File: src/design/ess_pkg.sv
package ess_pkg;
	// microsequencer status pulse lengths in clocks
	localparam logic [1:0] STAT_LEN_BOUNDARY  = 2'h1;
	localparam logic [1:0] STAT_LEN_EXCEPTION = 2'h2;
	localparam logic [1:0] STAT_LEN_HALTED    = 2'h3;
	// reset values of the active-low outputs (negated)
	localparam logic       PIN_NEGATED        = 1'h1;
	typedef enum logic [1:0] {
		ST_IDLE,
		ST_PULSE,
		ST_GAP
	} ess_stat_t;
endpackage

File: src/design/ess_emu_support.sv
`timescale 1ns/10ps
module ess_emu_support
	import ess_pkg::*;
(
	input  wire logic        clk,
	input  wire logic        rst,
	input  wire logic        cacheDisableInN,
	input  wire logic        translationDisableInN,
	input  wire logic        icacheEnable,
	input  wire logic        dcacheEnable,
	input  wire logic        icacheHitRaw,
	input  wire logic        dcacheHitRaw,
	input  wire logic        cacheInhibitInN,
	input  wire logic        cacheInhibitOutN,
	input  wire logic        translationValid,
	input  wire logic [31:0] logicalAddr,
	input  wire logic [31:0] translatedAddr,
	input  wire logic        flowChange,
	input  wire logic        srModify,
	input  wire logic        evBoundary,
	input  wire logic        evException,
	input  wire logic        evHalted,
	output logic             icacheHit,
	output logic             dcacheHit,
	output logic             icacheCachable,
	output logic             dcacheCachable,
	output logic [31:0]      physicalAddr,
	output logic             translationBypass,
	output logic             pipeFlush,
	output logic             pipelineRefillN,
	output logic             seqStatusN
);
	import ess_pkg::*;

	logic       cdisMeta_q, cdisSync_q, mdisMeta_q, mdisSync_q;
	logic       cacheOff;
	ess_stat_t  stat_q;
	logic [1:0] statCnt_q;
	logic [1:0] statLen_d;

	// two-stage synchronisers for the emulator inputs
	always_ff @(posedge clk) begin
		if (rst) begin
			cdisMeta_q <= 1'h0;
			cdisSync_q <= 1'h0;
			mdisMeta_q <= 1'h0;
			mdisSync_q <= 1'h0;
		end else begin
			cdisMeta_q <= ~cacheDisableInN;
			cdisSync_q <= cdisMeta_q;
			mdisMeta_q <= ~translationDisableInN;
			mdisSync_q <= mdisMeta_q;
		end
	end

	// disable gates hits and cachability; cache contents are never touched here
	assign cacheOff = cdisSync_q;

	// hit gating and cachability for the next access
	always_ff @(posedge clk) begin
		if (rst) begin
			icacheHit      <= 1'h0;
			dcacheHit      <= 1'h0;
			icacheCachable <= 1'h0;
			dcacheCachable <= 1'h0;
		end else begin
			icacheHit <= icacheHitRaw & icacheEnable & ~cacheOff;
			dcacheHit <= dcacheHitRaw & dcacheEnable & ~cacheOff;
			icacheCachable <= icacheEnable & ~cacheOff & cacheInhibitInN
				& cacheInhibitOutN & translationValid;
			dcacheCachable <= dcacheEnable & ~cacheOff & cacheInhibitInN
				& cacheInhibitOutN & translationValid;
		end
	end

	// translation bypass: logical address used as physical
	always_ff @(posedge clk) begin
		if (rst) begin
			physicalAddr      <= 32'h0000_0000;
			translationBypass <= 1'h0;
		end else begin
			translationBypass <= mdisSync_q;
			physicalAddr <= mdisSync_q ? logicalAddr : translatedAddr;
		end
	end

	// pipeline flush and refill indication
	always_ff @(posedge clk) begin
		if (rst) begin
			pipeFlush       <= 1'h0;
			pipelineRefillN <= PIN_NEGATED;
		end else begin
			pipeFlush       <= flowChange | srModify;
			pipelineRefillN <= ~(flowChange | srModify);
		end
	end

	// pulse length chosen by event priority: halt, exception, boundary
	always_comb begin
		statLen_d = STAT_LEN_BOUNDARY;
		if (evHalted) begin
			statLen_d = STAT_LEN_HALTED;
		end else if (evException) begin
			statLen_d = STAT_LEN_EXCEPTION;
		end
	end

	// status pulse generator, at least two negated clocks (gap, then idle) between pulses
	always_ff @(posedge clk) begin
		if (rst) begin
			stat_q     <= ST_IDLE;
			statCnt_q  <= 2'h0;
			seqStatusN <= PIN_NEGATED;
		end else begin
			case (stat_q)
				ST_IDLE: begin
					if (evHalted | evException | evBoundary) begin
						stat_q     <= ST_PULSE;
						statCnt_q  <= statLen_d - 2'h1;
						seqStatusN <= 1'h0;
					end
				end
				ST_PULSE: begin
					if (statCnt_q == 2'h0) begin
						stat_q     <= ST_GAP;
						seqStatusN <= PIN_NEGATED;
					end else begin
						statCnt_q <= statCnt_q - 2'h1;
					end
				end
				default: begin
					stat_q <= ST_IDLE;
				end
			endcase
		end
	end
endmodule

File: config.mk
export PLATFORM = sky130hd
export DESIGN_NAME = ess_emu_support
export DESIGN_NICKNAME = d
export VERILOG_FILES = /design/src/design/ess_pkg.sv /design/src/design/ess_emu_support.sv
export SDC_FILE = /design/constraint.sdc
export NUM_CORES = 1
export LEC_CHECK = 0
export BUFFER_PORTS_ARGS = -buffer_cell sky130_fd_sc_hd__buf_2
export CAP_MARGIN = 5
export CORE_MARGIN = 4
export CORE_UTILIZATION = 45
export CTS_BUF_LIST = sky130_fd_sc_hd__clkbuf_4 sky130_fd_sc_hd__clkbuf_8
export CTS_CLUSTER_SIZE = 12
export DETAILED_ROUTE_END_ITERATION = 6
export GPL_TIMING_DRIVEN = 0
export PLACE_DENSITY = 0.86
export SLEW_MARGIN = 10
export SYNTH_ARGS = -nofsm -noshare
export SYNTH_HDL_FRONTEND = slang
export SYNTH_SLANG_ARGS = --single-unit
export TNS_END_PERCENT = 30
File: constraint.sdc
create_clock -name clk -period 2.5 [get_ports clk]
set_input_delay 0.25 -clock clk [delete_from_list [all_inputs] [get_ports clk]]
set_output_delay 0.25 -clock clk [all_outputs]
set_load 0.02 [all_outputs]
==> results.sh <==
export IMPL_status="finished clean"
export IMPL_placed_cell_area_mm2=0.00236
export IMPL_critPathLaunchType="flop"
export IMPL_routed_wl_mm=3.93
export IMPL_clock_path_buffers=2
export IMPL_drive_above_1_share=0.484
export IMPL_syn_to_final_growth_pct=44.2
export IMPL_fin_skew_ns=0.00555
export IMPL_use_met2=0.302
export IMPL_clkTransAtPathRegs_ns=0.09
export IMPL_switchingPower_mw=0.435
export IMPL_die_area_mm2=0.00483
export IMPL_core_region_area_mm2=0.00366
export IMPL_finalInstanceArea_mm2=0.00245
export IMPL_multi_input_area_um2=687
export IMPL_wl_per_cell_um=11.8
export IMPL_vias_per_cell=4.60
export IMPL_row_count=22
export IMPL_cp_startpoint="stat_q[0]"
export IMPL_slew_headroom=0.718
export IMPL_clock_latency_ns=0.29
export IMPL_busiest_layer="met2"
export IMPL_cts_root_buffer="clkbuf_8"
export IMPL_setup_viol=0
export IMPL_grt_overflow_total=0
export IMPL_ys_seq_area_frac=0.564
export IMPL_postCtsSetupBuffers=0
export IMPL_dr_pass1_iters=4
export IMPL_drv_cap=0
export IMPL_period_minus_slack_ns=1.32
export IMPL_synth_top_family_by_area="multiplexers"
export IMPL_ir_drop_mv=0.413
export IMPL_period_share=0.528
export IMPL_holdWs_ns=0.102
export IMPL_grt_use_total=0.170
export IMPL_pwr_share_clk=0.287
export IMPL_cp_slowest_cell="dfxtp_1"
export IMPL_hold_path_class="input pin to flop"
export IMPL_antenna_cells=0
export IMPL_finalWorstSetupSlack_ns=1.18
export IMPL_die_y_um=69.5
export IMPL_grt_pass1_vias=1496
export IMPL_drcViolationCount=0
export IMPL_fill_cells=300
export IMPL_holdCritStartpoint="translationDisableInN"
export IMPL_worst_slew_pin_slew_ns=0.420
export IMPL_maxClockFrequency_mhz=758
export IMPL_num_vias=1531
export IMPL_slew_violations=0
export IMPL_met3_usage=0.0739
export IMPL_worstSetupEndpointType="flop"
export IMPL_internal_power_mw=1.20
export IMPL_swShare=0.266
export IMPL_finalHoldViolations=0
export IMPL_grt_max_degree=16
export IMPL_pin_count=120
export IMPL_synthDistinctLibCells=28
export IMPL_ys_ff_latch=48
export IMPL_r2r_start="stat_q[0]"
export IMPL_synth_adder_area_share=0
export IMPL_grt_antenna_before_repair=0
export IMPL_netlist_instances=158
export IMPL_dp_slack_ns=1.20
export IMPL_die_x_um=69.5
export IMPL_grt_use_met1=0.176
export IMPL_clock_sinks=48
export IMPL_arrival_ns=1.52
export IMPL_combPwrFrac=0.189
export IMPL_power_total_mw=1.64
export IMPL_gp_congestion=0.838
export IMPL_slowest_delay_ns=0.40
export IMPL_first_iter_violations=52
export IMPL_power_density_mw_per_mm2=666
export IMPL_ant_nets=0
export IMPL_cts_buffers_inserted=5
export IMPL_rsz0062_at_grt="false"
export IMPL_required_ns=2.70
export IMPL_cts_max_level=2
export IMPL_synthXorXnorAreaFrac=0.00514
export IMPL_cts_tree="yes"
export IMPL_syn_avg_cell_area_um2=10.8
export IMPL_nets=364
export IMPL_synth_mux_area_frac=0.195
export IMPL_numPortBuffers=119
export IMPL_synth_area_mm2=0.00170
export IMPL_ys_warn_count=0
export IMPL_start_util=0.465
export IMPL_critical_path_class="flop to flop"
export IMPL_syn_nets=238
export IMPL_regArea_um2=961
export IMPL_path_max_fanout=6
export IMPL_setup_tns_ns=0
export IMPL_grt_pass1_wl_mm=6.62
export IMPL_synth_compound_area_frac=0.0382
export IMPL_seq_power_share=0.524
export IMPL_cts_resized=0
export IMPL_path_cells="nor2b_1 > mux2_2 > o2bb2ai_1"
export IMPL_cts_hold_buf=0
export IMPL_dp_hpwl_mm=3.14
export IMPL_synthSimpleGateAreaFrac=0.165
export IMPL_p_leak_nw=1.22
[layout by cell type, fill, tap and decap left out]
master and count:
buf_4 3, nand2b_1 2, buf_1 1, o21ai_1 1, nor4bb_1 2, nor3b_1 2
a211o_1 1, inv_1 1, clkinv_2 1, a21oi_1 1, o21bai_1 1, o22ai_2 1
nor2_1 38, nor3_1 3, dfxtp_1 48, or3b_1 1, nand3b_1 1, or3_1 2
nand4b_1 1, or2_2 1, a311o_1 1, o2bb2ai_1 1, clkbuf_8 6, mux2_2 1
nor2b_1 4, mux2i_1 32, a22oi_1 1, xnor2_1 1, buf_2 124, inv_6 1
or2b_1 1
[stage by stage]
| stage | instances | util |
|---|---|---|
| CTS | 333 | 0.671 |
| global route | 333 | 0.671 |
| floorplan | 158 | - |
| detailed placement | 325 | 0.644 |
| finish | 333 | 0.671 |
| global placement | 325 | 0.644 |
[metal layers]
metal / vias up / part of all wire
li1: 780 / -
met1: 671 / 0.37
met2: 75 / 0.50
met3: 5 / 0.12
met4: 0 / 0.013
met5: - / 0
[sequential cells by signal, summed over array words and instances (netlist names)]
signal,count
pipeFlush,1
statCnt_q,2
stat_q,2
cacheOff,1
mdisMeta_q,1
dcacheHit,1
seqStatusN,1
icacheCachable,1
cdisMeta_q,1
icacheHit,1
physicalAddr,32
mdisSync_q,1
translationBypass,1
dcacheCachable,1
pipelineRefillN,1
[power groups by stage]
stage	registers, mW	logic (mW)	clock network, mW
2_1_floorplan	0.923	0.136	0
3_3_place_gp	0.872	0.306	0
3_5_place_dp	0.876	0.312	0
4_1_cts	0.857	0.313	0.489
5_1_grt	0.866	0.343	0.519
6_report	0.857	0.310	0.469
[cells by family (layout without fill, tap and decap cells)]
kind of cell    count (synthesis)  count (layout)
buf+inv                        10             137
simple gates                   58              58
compound gates                  8               8
mux                            33              33
flops                          48              48
xor+xnor                        1               1
[critical path, delay by kind of cell, from the launching register on]
kind	cells	cell delay, ns
and+or+nand+nor	1	0.32
DFF	1	0.40
muxes	1	0.39
AOI/OAI and AO/OA	1	0.11
[area by class of cell]
type | instances | share of cell area
Clock inverter | 2 | 0.00561
Tap cell | 48 | 0.0245
Inverter | 1 | 0.00153
Multi-Input combinational cell | 100 | 0.280
Sequential cell | 48 | 0.391
Buffer | 9 | 0.0209
Timing Repair Buffer | 119 | 0.243
Clock buffer | 6 | 0.0336
[synth_stat cells (all sizes together)]
library cell | count | area share
or3 | 2 | 0.0073
or2 | 1 | 0.0037
xnor2 | 1 | 0.0051
mux2 | 1 | 0.0066
a311o | 1 | 0.0059
nand2b | 2 | 0.0073
o21ai | 1 | 0.0029
or2b | 1 | 0.0044
buf | 9 | 0.030
o22ai | 1 | 0.0073
o21bai | 1 | 0.0044
nand3b | 1 | 0.0044
mux2i | 32 | 0.19
a22oi | 1 | 0.0044
nor2b | 4 | 0.015
nand4b | 1 | 0.0051
nor3 | 3 | 0.0088
a21oi | 1 | 0.0029
a211o | 1 | 0.0051
nor3b | 2 | 0.0088
dfxtp | 48 | 0.56
o2bb2ai | 1 | 0.0051
nor4bb | 2 | 0.012
nor2 | 38 | 0.084
or3b | 1 | 0.0051
inv | 1 | 0.0022
[final timing paths]
kind,end,slack [ns],cells past startpoint
worst max register to register,statCnt_q[1],1.18,3
worst max-delay path,statCnt_q[1],1.18,3
worst min-delay path,mdisMeta_q,0.10,2
worst min register to register,mdisSync_q,0.44,1
No activity file was read; power rests on OpenSTA's default activity.
